$ cat src/core/cantrx_pkg.sv
package cantrx_pkg;
  // ----------------------------------------
  // transceiver mode encodings
  // ----------------------------------------
  localparam logic [1:0] MODE_OFF = 2'h0;
  localparam logic [1:0] MODE_WAKE = 2'h1;
  localparam logic [1:0] MODE_RXONLY = 2'h2;
  localparam logic [1:0] MODE_NORMAL = 2'h3;
  localparam logic [1:0] MODE_RESET = MODE_OFF;
  // ----------------------------------------
  // system chip modes
  // ----------------------------------------
  localparam logic [2:0] SYS_NORMAL = 3'h0;
  localparam logic [2:0] SYS_STOP = 3'h1;
  localparam logic [2:0] SYS_SLEEP = 3'h2;
  localparam logic [2:0] SYS_RESTART = 3'h3;
  localparam logic [2:0] SYS_FAILSAFE = 3'h4;
  // ----------------------------------------
  // timing defaults in clock cycles, and receive buffer depth and width
  // ----------------------------------------
  localparam int EN_SETTLE_CYC = 20;
  localparam int WAKE_MIN_CYC = 50;
  localparam int WAKE_MAX_CYC = 500;
  localparam int FIFO_DEPTH = 16;
  localparam int FIFO_WIDTH = 1;
endpackage

$ cat src/core/cantrx_fifo.sv
`timescale 1ns/1ps
module cantrx_fifo #(
  parameter int WIDTH = 1,
  parameter int DEPTH = 16
) (
  // clock and reset
  input wire logic clk_sys,
  input wire logic reset,
  // fill side
  input wire logic in_valid,
  output logic in_ready,
  input wire logic [WIDTH-1:0] in_data,
  // drain side
  output logic out_valid,
  input wire logic out_ready,
  output logic [WIDTH-1:0] out_data
);
  localparam int AW = $clog2(DEPTH);
  logic [WIDTH-1:0] mem [DEPTH];
  logic [AW-1:0] wr_ptr;
  logic [AW-1:0] rd_ptr;
  logic [AW:0] count;
  wire do_wr = in_valid && in_ready;
  wire do_rd = out_valid && out_ready;
  assign in_ready = (count != (AW+1)'(DEPTH));
  assign out_valid = (count != '0);
  assign out_data = mem[rd_ptr];

  always_ff @(posedge clk_sys) begin
    if (do_wr) begin
      mem[wr_ptr] <= in_data;
    end
  end

  always_ff @(posedge clk_sys or posedge reset) begin
    if (reset) begin
      wr_ptr <= '0;
      rd_ptr <= '0;
      count <= '0;
    end else begin
      if (do_wr) wr_ptr <= (wr_ptr == AW'(DEPTH-1)) ? '0 : wr_ptr + 1'b1;
      if (do_rd) rd_ptr <= (rd_ptr == AW'(DEPTH-1)) ? '0 : rd_ptr + 1'b1;
      if (do_wr && !do_rd) count <= count + 1'b1;
      else if (do_rd && !do_wr) count <= count - 1'b1;
    end
  end
endmodule // cantrx_fifo

$ cat src/core/cantrx_core.sv
`timescale 1ns/1ps
// Overview of operation
// - start in off mode; off allowed except in system fail-safe; bus driver released in off
// - off mode ignores bus wake activity, no wake indication
// - mode changes follow the host mode bits, fail-safe forcing, or a drop back to off
// - host may select normal mode in system normal mode
// - normal transmit/receive only in system normal or stop
// - after settling, ignore standing dominant, send only a fresh one
// - normal mode drives dominant when transmit input is low
// - operating modes show bus state on receive output
// - receive-only keeps driver off, receive still follows bus
// - receive-only selectable only in system normal or stop
// - wake capable selectable in stop, sleep, restart, normal
// - system fail-safe forces wake capable mode
// - detected wake holds receive low until mode changes
// - wake pattern: dominant, recessive, dominant, each within window
// - mode reads wake capable after a wake until software changes it
// - wake rearmed by leaving and re-entering wake capable
// - wake rearmed on entering system stop or fail-safe
module cantrx_core #(
  parameter int EN_SETTLE = cantrx_pkg::EN_SETTLE_CYC,
  parameter int WAKE_MIN = cantrx_pkg::WAKE_MIN_CYC,
  parameter int WAKE_MAX = cantrx_pkg::WAKE_MAX_CYC,
  parameter int DEPTH = cantrx_pkg::FIFO_DEPTH
) (
  // clock and reset
  input wire logic clk_sys,
  input wire logic reset,
  // host configuration
  input wire logic [1:0] mode_req,
  input wire logic [2:0] system_chip_mode,
  output logic [1:0] mode_state,
  output logic wake_flag,
  output logic tx_ready,
  // controller pins
  input wire logic tx_data_in,
  output logic rx_data_out,
  // bus side
  input wire logic bus_dominant_in,
  output logic bus_drive_dom,
  output logic bus_drive_oe,
  // received bit stream
  output logic rx_valid,
  input wire logic rx_ready,
  output logic rx_bit,
  output logic rx_overflow
);
  // ----------------------------------------
  // pin synchronisers
  // ----------------------------------------
  logic tx_s1, tx_s2, bus_s1, bus_s2;
  always_ff @(posedge clk_sys or posedge reset) begin
    if (reset) begin
      tx_s1 <= 1'b1;
      tx_s2 <= 1'b1;
      bus_s1 <= 1'b0;
      bus_s2 <= 1'b0;
    end else begin
      tx_s1 <= tx_data_in;
      tx_s2 <= tx_s1;
      bus_s1 <= bus_dominant_in;
      bus_s2 <= bus_s1;
    end
  end

  // ----------------------------------------
  // mode selection
  // ----------------------------------------
  logic [1:0] mode;
  logic [2:0] sys_prev;
  wire sys_norm_stop = (system_chip_mode == cantrx_pkg::SYS_NORMAL) ||
                       (system_chip_mode == cantrx_pkg::SYS_STOP);
  wire sys_fs = (system_chip_mode == cantrx_pkg::SYS_FAILSAFE);
  wire wake_ok = sys_norm_stop || (system_chip_mode == cantrx_pkg::SYS_SLEEP) ||
                 (system_chip_mode == cantrx_pkg::SYS_RESTART);
  wire req_ok = (mode_req == cantrx_pkg::MODE_OFF) ||
                (mode_req == cantrx_pkg::MODE_NORMAL && sys_norm_stop) ||
                (mode_req == cantrx_pkg::MODE_RXONLY && sys_norm_stop) ||
                (mode_req == cantrx_pkg::MODE_WAKE && wake_ok);
  // a mode that the system mode no longer allows drops back to off
  wire cur_ok = (mode == cantrx_pkg::MODE_OFF) || (mode == cantrx_pkg::MODE_WAKE) ||
                sys_norm_stop;
  wire [1:0] next_mode = sys_fs ? cantrx_pkg::MODE_WAKE :
                         (mode_req != mode && req_ok) ? mode_req :
                         cur_ok ? mode : cantrx_pkg::MODE_OFF;
  wire mode_change = (next_mode != mode);
  wire sys_rearm = (system_chip_mode != sys_prev) &&
                   (sys_fs || system_chip_mode == cantrx_pkg::SYS_STOP);

  always_ff @(posedge clk_sys or posedge reset) begin
    if (reset) begin
      mode <= cantrx_pkg::MODE_RESET;
      sys_prev <= cantrx_pkg::SYS_RESTART;
    end else begin
      mode <= next_mode;
      sys_prev <= system_chip_mode;
    end
  end
  assign mode_state = mode;

  // ----------------------------------------
  // transmit enable settling
  // ----------------------------------------
  localparam int SW = $clog2(EN_SETTLE + 1);
  logic [SW-1:0] settle_cnt;
  logic tx_armed;
  wire in_normal = (mode == cantrx_pkg::MODE_NORMAL);
  wire settled = (settle_cnt == SW'(EN_SETTLE));
  always_ff @(posedge clk_sys or posedge reset) begin
    if (reset) begin
      settle_cnt <= '0;
      tx_armed <= 1'b0;
    end else if (!in_normal || mode_change) begin
      settle_cnt <= '0;
      tx_armed <= 1'b0;
    end else if (!settled) begin
      settle_cnt <= settle_cnt + 1'b1;
    end else if (tx_s2) begin
      tx_armed <= 1'b1;
    end
  end
  assign tx_ready = in_normal && settled;
  // standing dominant after settling is held back until a recessive is seen
  assign bus_drive_oe = in_normal && settled && tx_armed;
  assign bus_drive_dom = bus_drive_oe && !tx_s2;

  // ----------------------------------------
  // wake pattern detector
  // ----------------------------------------
  typedef enum logic [2:0] {W_IDLE, W_DOM1, W_REC, W_DOM2, W_DONE} cantrx_wst_t;
  cantrx_wst_t wst;
  localparam int WW = $clog2(WAKE_MAX + 1);
  logic [WW-1:0] ph_cnt;
  logic wake_hit, woke;
  wire in_wake = (mode == cantrx_pkg::MODE_WAKE);
  wire ph_long = (ph_cnt >= WW'(WAKE_MAX));
  wire ph_good = (ph_cnt > WW'(WAKE_MIN)) && !ph_long;
  wire rearm = !in_wake || mode_change || sys_rearm;

  always_ff @(posedge clk_sys or posedge reset) begin
    if (reset) begin
      wst <= W_IDLE;
      ph_cnt <= '0;
    end else if (rearm) begin
      wst <= W_IDLE;
      ph_cnt <= '0;
    end else begin
      if (!ph_long) ph_cnt <= ph_cnt + 1'b1;
      // count starts at 1 so it equals the phase length at the closing edge
      case (wst)
        W_IDLE: begin
          ph_cnt <= WW'(1);
          if (bus_s2) wst <= W_DOM1;
        end
        W_DOM1: begin
          if (!bus_s2) begin
            ph_cnt <= WW'(1);
            wst <= ph_good ? W_REC : W_IDLE;
          end else if (ph_long) begin
            wst <= W_IDLE;
          end
        end
        W_REC: begin
          if (bus_s2) begin
            ph_cnt <= WW'(1);
            wst <= ph_good ? W_DOM2 : W_DOM1;
          end else if (ph_long) begin
            wst <= W_IDLE;
          end
        end
        W_DOM2: begin
          if (!bus_s2) begin
            ph_cnt <= '0;
            wst <= ph_good ? W_DONE : W_IDLE;
          end else if (ph_long) begin
            wst <= W_IDLE;
          end
        end
        W_DONE: ph_cnt <= '0;
        default: wst <= W_IDLE;
      endcase
    end
  end
  assign wake_hit = (wst == W_DOM2) && !rearm && !bus_s2 && ph_good;

  always_ff @(posedge clk_sys or posedge reset) begin
    if (reset) begin
      woke <= 1'b0;
    end else if (wake_hit) begin
      woke <= 1'b1;
    end else if (mode_change) begin
      woke <= 1'b0;
    end
  end
  assign wake_flag = woke;

  // ----------------------------------------
  // receive path
  // ----------------------------------------
  wire operating = (mode == cantrx_pkg::MODE_NORMAL) || (mode == cantrx_pkg::MODE_RXONLY);
  logic rx_q;
  always_ff @(posedge clk_sys or posedge reset) begin
    if (reset) begin
      rx_q <= 1'b1;
    end else begin
      rx_q <= woke ? 1'b0 : operating ? !bus_s2 : 1'b1;
    end
  end
  assign rx_data_out = rx_q;

  // sampled bit stream buffered for a slower consumer; drops show as overflow
  logic fifo_in_ready, ovf;
  cantrx_fifo #(.WIDTH(cantrx_pkg::FIFO_WIDTH), .DEPTH(DEPTH)) u_fifo (
    .clk_sys(clk_sys),
    .reset(reset),
    .in_valid(operating),
    .in_ready(fifo_in_ready),
    .in_data(!bus_s2),
    .out_valid(rx_valid),
    .out_ready(rx_ready),
    .out_data(rx_bit)
  );
  always_ff @(posedge clk_sys or posedge reset) begin
    if (reset) ovf <= 1'b0;
    else if (operating && !fifo_in_ready) ovf <= 1'b1;
    else if (!operating) ovf <= 1'b0;
  end
  assign rx_overflow = ovf;

  // ----------------------------------------
  // checks
  // ----------------------------------------
  // separate count of cycles spent in normal mode, for the settling check
  logic [SW-1:0] norm_age;
  always_ff @(posedge clk_sys or posedge reset) begin
    if (reset) begin
      norm_age <= '0;
    end else if (!in_normal) begin
      norm_age <= '0;
    end else if (norm_age != SW'(EN_SETTLE)) begin
      norm_age <= norm_age + 1'b1;
    end
  end
endmodule // cantrx_core

$ cat config.mk
export PLATFORM = sky130hd
export DESIGN_NAME = cantrx_core
export DESIGN_NICKNAME = d
export VERILOG_FILES = /design/src/core/cantrx_pkg.sv /design/src/core/cantrx_fifo.sv /design/src/core/cantrx_core.sv
export SDC_FILE = /design/constraint.sdc
export NUM_CORES = 1
export LEC_CHECK = 0
export BUFFER_PORTS_ARGS = -buffer_cell sky130_fd_sc_hd__buf_4
export CAP_MARGIN = 20
export CORE_ASPECT_RATIO = 0.5
export CORE_MARGIN = 5
export CORE_UTILIZATION = 55
export CTS_BUF_LIST = sky130_fd_sc_hd__clkbuf_4
export CTS_CLUSTER_DIAMETER = 150
export DETAILED_ROUTE_END_ITERATION = 16
export GPL_TIMING_DRIVEN = 0
export PLACE_DENSITY = 0.74
export SLEW_MARGIN = 20
export SYNTH_ARGS = -nofsm -noshare
export SYNTH_HDL_FRONTEND = slang
export SYNTH_SLANG_ARGS = --single-unit
$ cat constraint.sdc
create_clock -name clk_sys -period 5.8 [get_ports clk_sys]
set_input_delay 0.58 -clock clk_sys [delete_from_list [all_inputs] [get_ports clk_sys]]
set_output_delay 0.58 -clock clk_sys [all_outputs]
set_load 0.01 [all_outputs]
==> key figures, run 1 <==
Setup path
  • WP data required: between 6 and 7 ns
  • Critical path class: register to register
  • Worst Setup SP: u_fifo.count[0]
  • Crit path max fanout: 10
  • Critical Path AT: ~3.3 ns
  • Most frequent CP cell: ha_1
  • Worst Setup Start Kind: register
  • RR Startpoint: u_fifo.count[0]
  • CP max-delay cell: nor4_1
  • Max stage delay on crit path: 0.52 ns
  • Crit-path cells: nor4_1 -> a21boi_0 -> clkbuf_1 -> ha_1 -> inv_1 -> ha_1 -> a21o_1 -> a21oi_1 -> xnor2_1 -> nor2_1 -> xor2_1
  • Crit. End Element: register

Logic synthesis
  • Yosys cell types: 53
  • Mapped Nets: 297
  • Post-synthesis area per instance: 10.87 um2
  • Synth area leaders: dfrtp_1 32%, edfxtp_1 16%, ha_1 5.5%
  • Synth Flop Type: dfrtp_1
  • Post-Synthesis Cells: approximately 270
  • Synth top area share: roughly 32%
  • Synth Cell Area: about 3000 um2
  • Post-synth EDFFs: 16
  • Yosys warns: 0
  • Sequential share of the synthesized area: 52.66%
  • Register bit total from synthesis: approximately 60
  • Async SR Flop Fraction: between 70% and 80%
  • Synth area leader: dfrtp_1

GRT
  • Pin count of the biggest net entering global routing: 24
  • GRT Util Overall: 18.21%
  • Number of global-route vias before repair: ~2.1k
  • Total grt overflow: 0
  • First-pass GRT wire length: about 10000 um
  • Initial antenna violation count: 0

Pwr
  • Pleak: about 1.4 nW
  • PD cells: around 350 nW/um2
  • Clock power frac: between 20% and 30%
  • Reg power frac: approximately 45%
  • Comb pwr share: 28.0%
  • Psw: roughly 0.37 mW
  • Peak VDD IR: approximately 200 uV
  • Int Pwr: ~0.8 mW
  • Switching part of the total: between 30% and 40%

Finish
  • Storage cell area: 1563 um2
  • Final net count: ~330
  • Layout cells sized above 1: a little under a fifth
  • Finished Layout Cells: between 300 and 400
  • # diodes: 0
  • Layout area overhead: 13.74%
  • Fillers: between 300 and 400
  • Area of the multi-input gates: about 1300 um2

STA
  • Slew Viols, Final: 0
  • Tcrit/Tclk final: between 50% and 60%
  • # setup viols final: 0
  • Fin crit period: 3.005 ns
  • Setup Skew: 0.006080 ns
  • Maximum clock rate: about 0.33 GHz
  • TNS Setup: 0 ns
  • Worst Hold Slack: between 0.2 and 0.25 ns
  • Slew margin rel.: around 46%
  • RSZ-0062 raised after global routing: no
  • Slew @ Worst Pin: between 0.7 and 0.8 ns
  • Fin. Hold Viols: 0

CTS
  • Clock Latency Late Sink: between 0.3 and 0.4 ns
  • Clock root buffer: clkbuf_4
  • Sink Count: 59
  • Clock Path Buffers: 2
  • Hold Buf Count CTS: 0
  • Post-CTS sizing: 0
  • Postcts setup bufs: 0
  • CTS H-tree depth: 3
  • CTS buffer count: 9
  • Clk slew on worst S/H paths: ~0.1 ns
  • TritonCTS clock tree: yes

Floorplan
  • Die area: about 7100 um2
  • Row count: 18
  • Core area: around 5100 um2
  • Chip height: 61.95 um
  • Ports: 20
  • Die W: 113.9 um
  • Initial core utilization: 58.57%

Route
  • TritonRoute pass-1 iters: 4
  • Drt drc: 0
  • Antenna Nets Post-Route: 0
  • Routed vias: 2116
  • Vias per cell: ~5.6
  • Final wirelength: 5610 um
  • DR WL/cell: 14.80 um
  • Initial drt markers: 140

Placed design
  • Placer Congestion: approximately 0.84
  • Inst Count DP: about 360
  • IO buf count: 19
  • DPL Wire Length: between 3000 and 4000 um

Run status
  • Status: completed

Flow run
  • Max-Cap Viols: 0

Hold path
  • HP Class: input pin to async pin
==> layer usage <==
layer  GRT usage, %  vias up  share of wire [%]
li1               -     1041                  -
met3          6.480        7                4.8
met4          4.569        0               0.86
met1          23.06     1027                 46
met5              0        -                  0
met2          30.88       41                 49
==> cell usage after synthesis (all sizes together) (2+ instances only) <==
cell / n
nor3: 8
a31oi: 3
nor2b: 4
nand3: 16
a21o: 6
a22o: 2
clkbuf: 3
nor3b: 3
xor2: 7
or3: 2
ha: 13
a21oi: 13
dfstp: 5
inv: 11
edfxtp: 16
dfrtp: 38
mux4: 4
o21ai: 13
a2111oi: 3
nand2: 22
mux2i: 2
a211oi: 2
mux2: 2
and3: 3
o211ai: 2
xnor2: 9
nand2b: 5
nor2: 36
buf: 4
==> cell usage in the layout, fill, tap and decap left out, types with 9 or more instances in the layout <==
cell type,synthesis,layout
dfrtp_1,38,38
nor2_1,36,36
nand2_1,22,22
buf_4,1,20
edfxtp_1,16,16
nand3_1,15,15
o21ai_0,13,13
a21oi_1,13,13
ha_1,13,13
inv_1,11,10
xnor2_1,9,9
clkbuf_4,0,9
==> path summary, 6_finish.rpt <==
check / to / slack [ns] / cells after the start
worst max-delay path: u_fifo.count[4] / 2.80 / 11
worst min-delay path: u_fifo.count[2] / 0.21 / 2
worst max register to register: u_fifo.count[4] / 2.80 / 11
worst min register to register: tx_s2 / 0.36 / 0
max in group asynchronous: sys_prev[0] / 5.02 / 3
min in group clk_sys: tx_s1 / 0.29 / 1
==> flip-flops by register name, indices dropped and copies added, names as in the netlist, 2 cells and up <==
signal,cells
u_fifo.wr_ptr,4
sys_prev,3
settle_cnt,5
u_fifo.mem,16
u_fifo.rd_ptr,4
ph_cnt,9
wst,3
mode_state,2
u_fifo.count,5
==> stage by stage <==
stage | area (um2) | total power [mW] | utilization (%) | setup slack (ns)
after global routing | 3376 | 1.261 | 66.62 | 2.547
after floorplan | 2968 | 0.7775 | - | 3.203
after global placement | 3198 | 0.8441 | 63.11 | 2.879
after detailed placement | 3226 | 0.8672 | 63.65 | 2.848
final | 3376 | 1.173 | 66.62 | 2.795
after CTS | 3376 | 1.188 | 66.62 | 2.777
==> cell families (layout without fill, tap and decap cells) <==
family                     Yosys count  after routing  share of synthesized area [%]
buffers and inverters               18             54                          2.445
DFF                                 59             59                          52.66
adders and majority gates           14             14                          6.155
muxes                                8              8                          4.469
AOI/OAI and AO/OA                   50             50                          10.96
xor gates and xnor gates            16             16                          4.722
and+or+nand+nor                    108            108                          18.59
==> power by group through the flow <==
stage	registers, mW	clock network [mW]	logic (mW)
3_3_place_gp	0.534	0	0.310
2_1_floorplan	0.526	0	0.252
4_1_cts	0.531	0.324	0.333
3_5_place_dp	0.538	0	0.329
5_1_grt	0.539	0.351	0.370
6_report	0.531	0.314	0.329
==> critical path: cells and delay by family (launching register included) <==
family | cells | cell delay, ns
AND/OR/NAND/NOR | 2 | 0.60
adder cells (fa/ha/maj) | 2 | 0.55
buffers and inverters | 2 | 0.40
flip-flops | 1 | 0.45
AO/OA/AOI/OAI | 3 | 0.58
XOR/XNOR | 2 | 0.30
==> area by class of cell <==
class | instances | share of cell area [%]
buffer | 7 | 0.9266
clock buffer | 9 | 2.001
clock inverter | 7 | 2.446
inverter | 11 | 1.223
multi-input combinational | 196 | 39.47
sequential | 59 | 46.29
tap | 70 | 2.595
timing repair buffer | 20 | 5.041
No activity file was read; power rests on OpenSTA's default activity.
==> run 2: changes to the inputs <==
--- a/config.mk
+++ b/config.mk
@@ -5,6 +5,7 @@
 export SDC_FILE = /design/constraint.sdc
 export NUM_CORES = 1
 export LEC_CHECK = 0
+export ABC_AREA = 1
 export BUFFER_PORTS_ARGS = -buffer_cell sky130_fd_sc_hd__buf_4
 export CAP_MARGIN = 20
 export CORE_ASPECT_RATIO = 0.5
@@ -14,7 +15,7 @@
 export CTS_CLUSTER_DIAMETER = 150
 export DETAILED_ROUTE_END_ITERATION = 16
 export GPL_TIMING_DRIVEN = 0
-export PLACE_DENSITY = 0.74
+export PLACE_DENSITY = 0.73
 export SLEW_MARGIN = 20
 export SYNTH_ARGS = -nofsm -noshare
 export SYNTH_HDL_FRONTEND = slang
==> constraint.sdc (replaced) <==
create_clock -name clk_sys -period 3.1 [get_ports clk_sys]
set_input_delay 0.31 -clock clk_sys [delete_from_list [all_inputs] [get_ports clk_sys]]
set_output_delay 0.31 -clock clk_sys [all_outputs]
set_load 0.01 [all_outputs]
==> run 2 against run 1 <==
Synthesized area is 3.1% higher. Wire length increased by 3.6%. Via count grew 10%. Design area is 3.1% higher. Register-to-register slack worse by 2.5 ns. First-iteration DRC count grew 3.6%. Sequential cell count did not move. Die area up 2.7%. Combinational power up 130%. Critical path type unchanged. Critical endpoint unchanged.
==> key figures, run 2 <==
Run status
  • Status: completed

Logic synthesis
  • Synth area leaders: dfrtp_1 31%, edfxtp_1 16%, nand2_1 7.4%
  • Synth top area share: between 30% and 40%
  • Post-Synthesis Cells: around 340
  • Register bit total from synthesis: a little under 60
  • Yosys cell types: 40
  • Synth Cell Area: between 3000 and 4000 um2
  • Count leader, synth: nand2_1
  • Mapped Nets: 360
  • Synth area leader: dfrtp_1
  • Commonest cells post-synth: 60 x nand2_1, 45 x nor2_1, 38 x dfrtp_1
  • Yosys warns: 0
  • Sequential share of the synthesized area: approximately half
  • Post-synth EDFFs: 16
  • Synth Flop Type: dfrtp_1
  • Async SR Flop Fraction: 72.88%
  • Post-synthesis area per instance: between 9 and 10 um2

Finish
  • Leading cell type in the layout, fill and taps excluded: nand2_1
  • Storage cell area: 1563 um2
  • Max reg flops: 16
  • Biggest register: u_fifo.mem
  • Layout cells sized above 1: between 10% and 20%
  • Final net count: 397
  • Cell area after layout: 3481 um2
  • Commonest cells after routing, fill and taps aside: 60 x nand2_1, 45 x nor2_1, 38 x dfrtp_1
  • # diodes: 0
  • Layout area overhead: 13.78%
  • Regs by FF count: u_fifo.mem x16, ph_cnt x9
  • Fillers: ~470
  • Area of the multi-input gates: roughly 1300 um2

Setup path
  • R2r setup slk: ~0.33 ns
  • R2R cell count: 12
  • Worst Setup SP: u_fifo.count[0]
  • Critical path class: register to register
  • WP data required: 3.45 ns
  • Crit. End Element: register
  • Worst Setup Start Kind: register
  • RR Startpoint: u_fifo.count[0]
  • R2r endpoint: u_fifo.count[4]
  • Critical Path AT: between 3 and 4 ns
  • Crit path max fanout: 9

CTS
  • Clock Latency Late Sink: around 0.43 ns
  • Sink Count: 59
  • CTS buffer count: 9
  • CTS H-tree depth: 3
  • Clk slew on worst S/H paths: about 0.1 ns
  • Clock Path Buffers: 2
  • TritonCTS clock tree: yes
  • Clock root buffer: clkbuf_4
  • Postcts setup bufs: 0

STA
  • Slew @ Worst Pin: ~0.52 ns
  • RSZ-0062 raised after global routing: no
  • Slew margin rel.: approximately 65%
  • Fin crit period: around 2.8 ns
  • Setup Skew: 0.01856 ns
  • Slew Viols, Final: 0
  • # setup viols final: 0
  • Fin. Hold Viols: 0
  • TNS Setup: 0 ns
  • Maximum clock rate: approximately 0.36 GHz
  • Tcrit/Tclk final: a little under 90%

Hold path
  • Hold path endpoint: mode_state[0]
  • Hold Path Origin: mode_req[0]
  • HP Class: input pin to register
  • Hold path depth: 3

Route
  • DR WL/cell: ~13 um
  • Antenna Nets Post-Route: 0
  • TritonRoute pass-1 iters: 4
  • Initial drt markers: around 150
  • Final wirelength: between 5000 and 6000 um
  • Drt drc: 0
  • Vias per cell: just over 5
  • Routed vias: ~2.3k

Floorplan
  • Die area: slightly above 7000 um2
  • Row count: 19
  • Initial core utilization: between 50% and 60%
  • Chip height: 62.74 um
  • Core area: approximately 5400 um2
  • Die W: roughly 120 um
  • Ports: 20

GRT
  • Number of global-route vias before repair: ~2.4k
  • Pin count of the biggest net entering global routing: 34
  • Total grt overflow: 0
  • First-pass GRT wire length: just over 10000 um
  • GRT Util Overall: 18.17%
  • Initial antenna violation count: 0

Placed design
  • IO buf count: 19
  • Cell Area, Placed: 3313 um2
  • Placer Congestion: 0.8534
  • DPL Wire Length: 4205 um

Pwr
  • PD cells: around 650 nW/um2
  • Peak VDD IR: 393.1 uV
  • Pleak: roughly 1.5 nW

Flow run
  • Max-Cap Viols: 0
## run 2: cell types whose count changed after synthesis, sizes merged, moves of 4 or more
cell    delta
inv       +28
nand2     +45
a21oi      -4
mux4       -4
nor2      +20
o21ai      +8
a21o       -4
nand4      +4
nand2b     -5
nor2b      -4
## run 2: final cells by class
| type | instances | area share [%] |
|---|---|---|
| inverter | 40 | 4.313 |
| clock buffer | 12 | 2.588 |
| buffer | 1 | 0.1438 |
| tap | 73 | 2.624 |
| sequential | 59 | 44.90 |
| clock inverter | 4 | 0.5032 |
| multi-input combinational | 236 | 38.53 |
| timing repair buffer | 26 | 6.398 |
## run 2: worst max-delay path: stages, from the launching register on
cell and delay (ns):
dfrtp_1 0.45, nor4_1 0.45, nand2_1 0.14, nand2_1 0.16, inv_2 0.11, ha_1 0.22, inv_1 0.14, ha_1 0.29
a21o_1 0.19, a31oi_1 0.19, nor2_1 0.06, nor2_1 0.14, xor2_1 0.16
## run 2: metal layers
| layer | vias to the layer above | share of wire, % | track usage (%) |
|---|---|---|---|
| met5 | - | 0 | 0 |
| met4 | 0 | 1.5 | 4.978 |
| met3 | 10 | 3.7 | 8.607 |
| met2 | 32 | 50 | 31.41 |
| met1 | 1100 | 44 | 20.02 |
| li1 | 1186 | - | - |
## run 2: cell families after synthesis
group | Yosys count | share of synthesized area, %
buffers and inverters | 41 | 5.071
and+or+nand+nor | 159 | 23.89
xor gates and xnor gates | 16 | 4.581
AOI/OAI and AO/OA | 47 | 9.407
DFF | 59 | 51.08
adders and majority gates | 14 | 5.972
## run 2: how the worst max path moves through the flow
stage / slack [ns] / cells past startpoint / end
6_report: 0.33 / 12 / u_fifo.count[4]
4_1_cts: 0.36 / 12 / u_fifo.count[4]
5_1_grt: 0.14 / 12 / u_fifo.count[4]
3_3_place_gp: 0.45 / 13 / u_fifo.count[4]
2_1_floorplan: 0.72 / 13 / u_fifo.count[4]
3_5_place_dp: 0.40 / 13 / u_fifo.count[4]
## run 2: repair_timing
item	4_1_cts	5_1_grt
resized for setup	0	0
hold buffers	5	1
endpoints found under the hold margin	12	1
## run 2: through the flow
step	total power, mW	hold slack, ns	utilization (%)	instances	setup WS, ns
2_1_floorplan	1.592	0.3145	-	336	0.7240
3_3_place_gp	1.756	0.3332	60.49	428	0.4499
3_5_place_dp	1.810	0.2678	60.86	429	0.3959
4_1_cts	2.278	0.008306	63.76	450	0.3609
5_1_grt	2.447	0.2481	63.94	451	0.1356
6_report	2.260	0.2594	63.94	451	0.3341
## run 2: report_power, final
group | total [mW] | internal, mW | switching [mW]
logic | 0.757 | 0.297 | 0.460
clock network | 0.454 | 0.184 | 0.270
registers | 1.05 | 0.923 | 0.126
==> run 3: changes to the inputs <==
--- a/config.mk
+++ b/config.mk
@@ -15,7 +15,7 @@
 export CTS_CLUSTER_DIAMETER = 150
 export DETAILED_ROUTE_END_ITERATION = 16
 export GPL_TIMING_DRIVEN = 0
-export PLACE_DENSITY = 0.73
+export PLACE_DENSITY = 0.72
 export SLEW_MARGIN = 20
 export SYNTH_ARGS = -nofsm -noshare
 export SYNTH_HDL_FRONTEND = slang
==> run 3 against run 2 <==
Worst hold slack worse by 0.22 ns. Setup slack gained 0.081 ns. Via count fell by 0.52%. Fmax rose by 3.0%. Sequential power barely moved. Clock-buffer cell count fell by 1. Clock skew fell by 0.00053 ns. Non-clock buffer count fell by 2. Sequential share of layout area rose by 0.21 points. Critical path type unchanged. Critical endpoint unchanged. Total power fell by 1.7%. Die area stayed put. Sequential cell count unchanged.
==> key figures, run 3 (synthesized netlist as in run 2, its figures left out) <==
Pwr
  • Int Pwr: 1.390 mW
  • Peak VDD IR: between 300 and 400 uV
  • Psw: approximately 0.83 mW
  • Reg power frac: 47.2%
  • Pleak: about 1.5 nW
  • Comb pwr share: around a third
  • PD cells: 641.1 nW/um2
  • Switching part of the total: between 30 and 40%
  • Clock power frac: about a fifth

Hold path
  • HP Class: input pin to register
  • Hold Path Origin: system_chip_mode[1]

STA
  • Maximum clock rate: 0.3725 GHz
  • Slew margin rel.: between 60 and 70%
  • Slew @ Worst Pin: about 0.54 ns
  • RSZ-0062 raised after global routing: no
  • Slew Viols, Final: 0
  • Tcrit/Tclk final: 86.60%
  • Fin crit period: 2.684 ns
  • Fin. Hold Viols: 0
  • Setup Skew: roughly 0.018 ns
  • TNS Setup: 0 ns
  • # setup viols final: 0
  • Worst Hold Slack: roughly 0.04 ns

Finish
  • Storage cell area: roughly 1600 um2
  • Layout cells sized above 1: around 18%
  • Leading cell type in the layout, fill and taps excluded: nand2_1
  • Layout area overhead: 13.25%
  • Commonest cells after routing, fill and taps aside: 60 x nand2_1, 45 x nor2_1, 38 x dfrtp_1
  • Max reg flops: 16
  • Regs by FF count: u_fifo.mem x16, ph_cnt x9
  • Final net count: between 300 and 400
  • # diodes: 0
  • Fillers: roughly 480
  • Biggest register: u_fifo.mem
  • Area of the multi-input gates: 1341 um2

Placed design
  • Placer Congestion: ~0.86
  • IO buf count: 19
  • DPL Wire Length: between 4000 and 5000 um

Route
  • Initial drt markers: between 100 and 150
  • DR WL/cell: approximately 12 um
  • Final wirelength: 5403 um
  • Routed vias: 2316
  • Antenna Nets Post-Route: 0
  • TritonRoute pass-1 iters: 4
  • Drt drc: 0
  • Vias per cell: 5.158

GRT
  • Number of global-route vias before repair: between 2k and 2.5k
  • First-pass GRT wire length: 9942 um
  • GRT Util Overall: between 10% and 20%
  • Pin count of the biggest net entering global routing: 24
  • Initial antenna violation count: 0
  • Total grt overflow: 0

Floorplan
  • Die W: around 120 um
  • Initial core utilization: between 50% and 60%
  • Ports: 20
  • Die area: roughly 7200 um2
  • Chip height: 62.74 um
  • Row count: 19
  • Core area: about 5400 um2

CTS
  • Clock Path Buffers: 2
  • TritonCTS clock tree: yes
  • Postcts setup bufs: 0
  • Clock Latency Late Sink: between 0.4 and 0.5 ns
  • CTS buffer count: 9
  • Sink Count: 59
  • Clock root buffer: clkbuf_4
  • CTS H-tree depth: 3
  • Clk slew on worst S/H paths: 0.11 ns

Setup path
  • Worst Setup SP: u_fifo.count[0]
  • Crit. End Element: register
  • WP data required: around 3.4 ns
  • Max stage delay on crit path: ~0.44 ns
  • Critical Path AT: 2.99 ns
  • CP max-delay cell: dfrtp_1
  • RR Startpoint: u_fifo.count[0]
  • Critical path class: register to register
  • Most frequent CP cell: nand2_1
  • Crit path max fanout: 9
  • Crit-path cells: nor4_1 -> nand2_1 -> nand2_1 -> inv_2 -> ha_1 -> inv_1 -> ha_1 -> a21o_1 -> a31oi_1 -> nand2_1 -> nand2_1 -> nor2_1 -> xor2_1
  • Worst Setup Start Kind: register

Run status
  • Status: completed

Flow run
  • Max-Cap Viols: 0
==> run 3: cell type report <==
cell class / instances / share of cell area [%]
Inverter: 40 / 4.334
Clock buffer: 11 / 2.384
Timing Repair Buffer: 24 / 6.067
Clock inverter: 5 / 0.6139
Sequential cell: 59 / 45.11
Multi-Input combinational cell: 236 / 38.71
Buffer: 1 / 0.1445
Tap cell: 73 / 2.636
==> run 3: power by group through the flow <==
stage | Clock (mW) | Sequential, mW | Combinational [mW]
3_5_place_dp | 0 | 1.06 | 0.736
4_1_cts | 0.451 | 1.05 | 0.744
3_3_place_gp | 0 | 1.05 | 0.702
5_1_grt | 0.499 | 1.07 | 0.849
2_1_floorplan | 0 | 1.03 | 0.558
6_report | 0.434 | 1.05 | 0.739
==> run 3: path summary, 6_finish.rpt <==
| check | slack [ns] | endpoint | cells after the start |
|---|---|---|---|
| setup / recovery | 0.42 | u_fifo.count[4] | 13 |
| hold / removal | 0.04 | sys_prev[1] | 1 |
| setup reg to reg | 0.42 | u_fifo.count[4] | 13 |
| hold reg to reg | 0.35 | tx_s2 | 0 |
| max in group asynchronous | 2.05 | tx_s1 | 4 |
| min in group asynchronous | 0.49 | sys_prev[2] | 3 |
==> run 3: repair_timing <==
action	4_1_cts	5_1_grt
resized for setup	0	0
hold buffers	4	0
endpoints found under the hold margin	21	0
setup endpoints to repair	0	0
==> run 3: per-stage QoR <==
stage	total power, mW	instances	utilization (%)	setup slack [ns]	area (um2)
3_3_place_gp	1.757	428	60.49	0.4476	3293
5_1_grt	2.415	449	63.64	0.2055	3465
6_report	2.221	449	63.64	0.4155	3465
2_1_floorplan	1.592	336	-	0.7240	3059
3_5_place_dp	1.799	429	61.00	0.4152	3321
4_1_cts	2.242	449	63.64	0.4130	3465
==> run 3: routing by layer <==
layer	wire length [um]	up-vias	global-route usage (%)
li1	-	1184	-
met1	2493	1107	20.78
met2	2690	20	28.39
met3	179	5	6.190
met4	40	0	5.710
met5	0	-	0
==> run 3: critical path, delay by kind of cell, from the launching register on <==
family	cells	cell delay (ns)
AO/OA/AOI/OAI	2	0.37
XOR/XNOR	1	0.13
adder cells (fa/ha/maj)	2	0.52
buffers and inverters	2	0.24
flip-flops	1	0.44
AND/OR/NAND/NOR	6	0.90
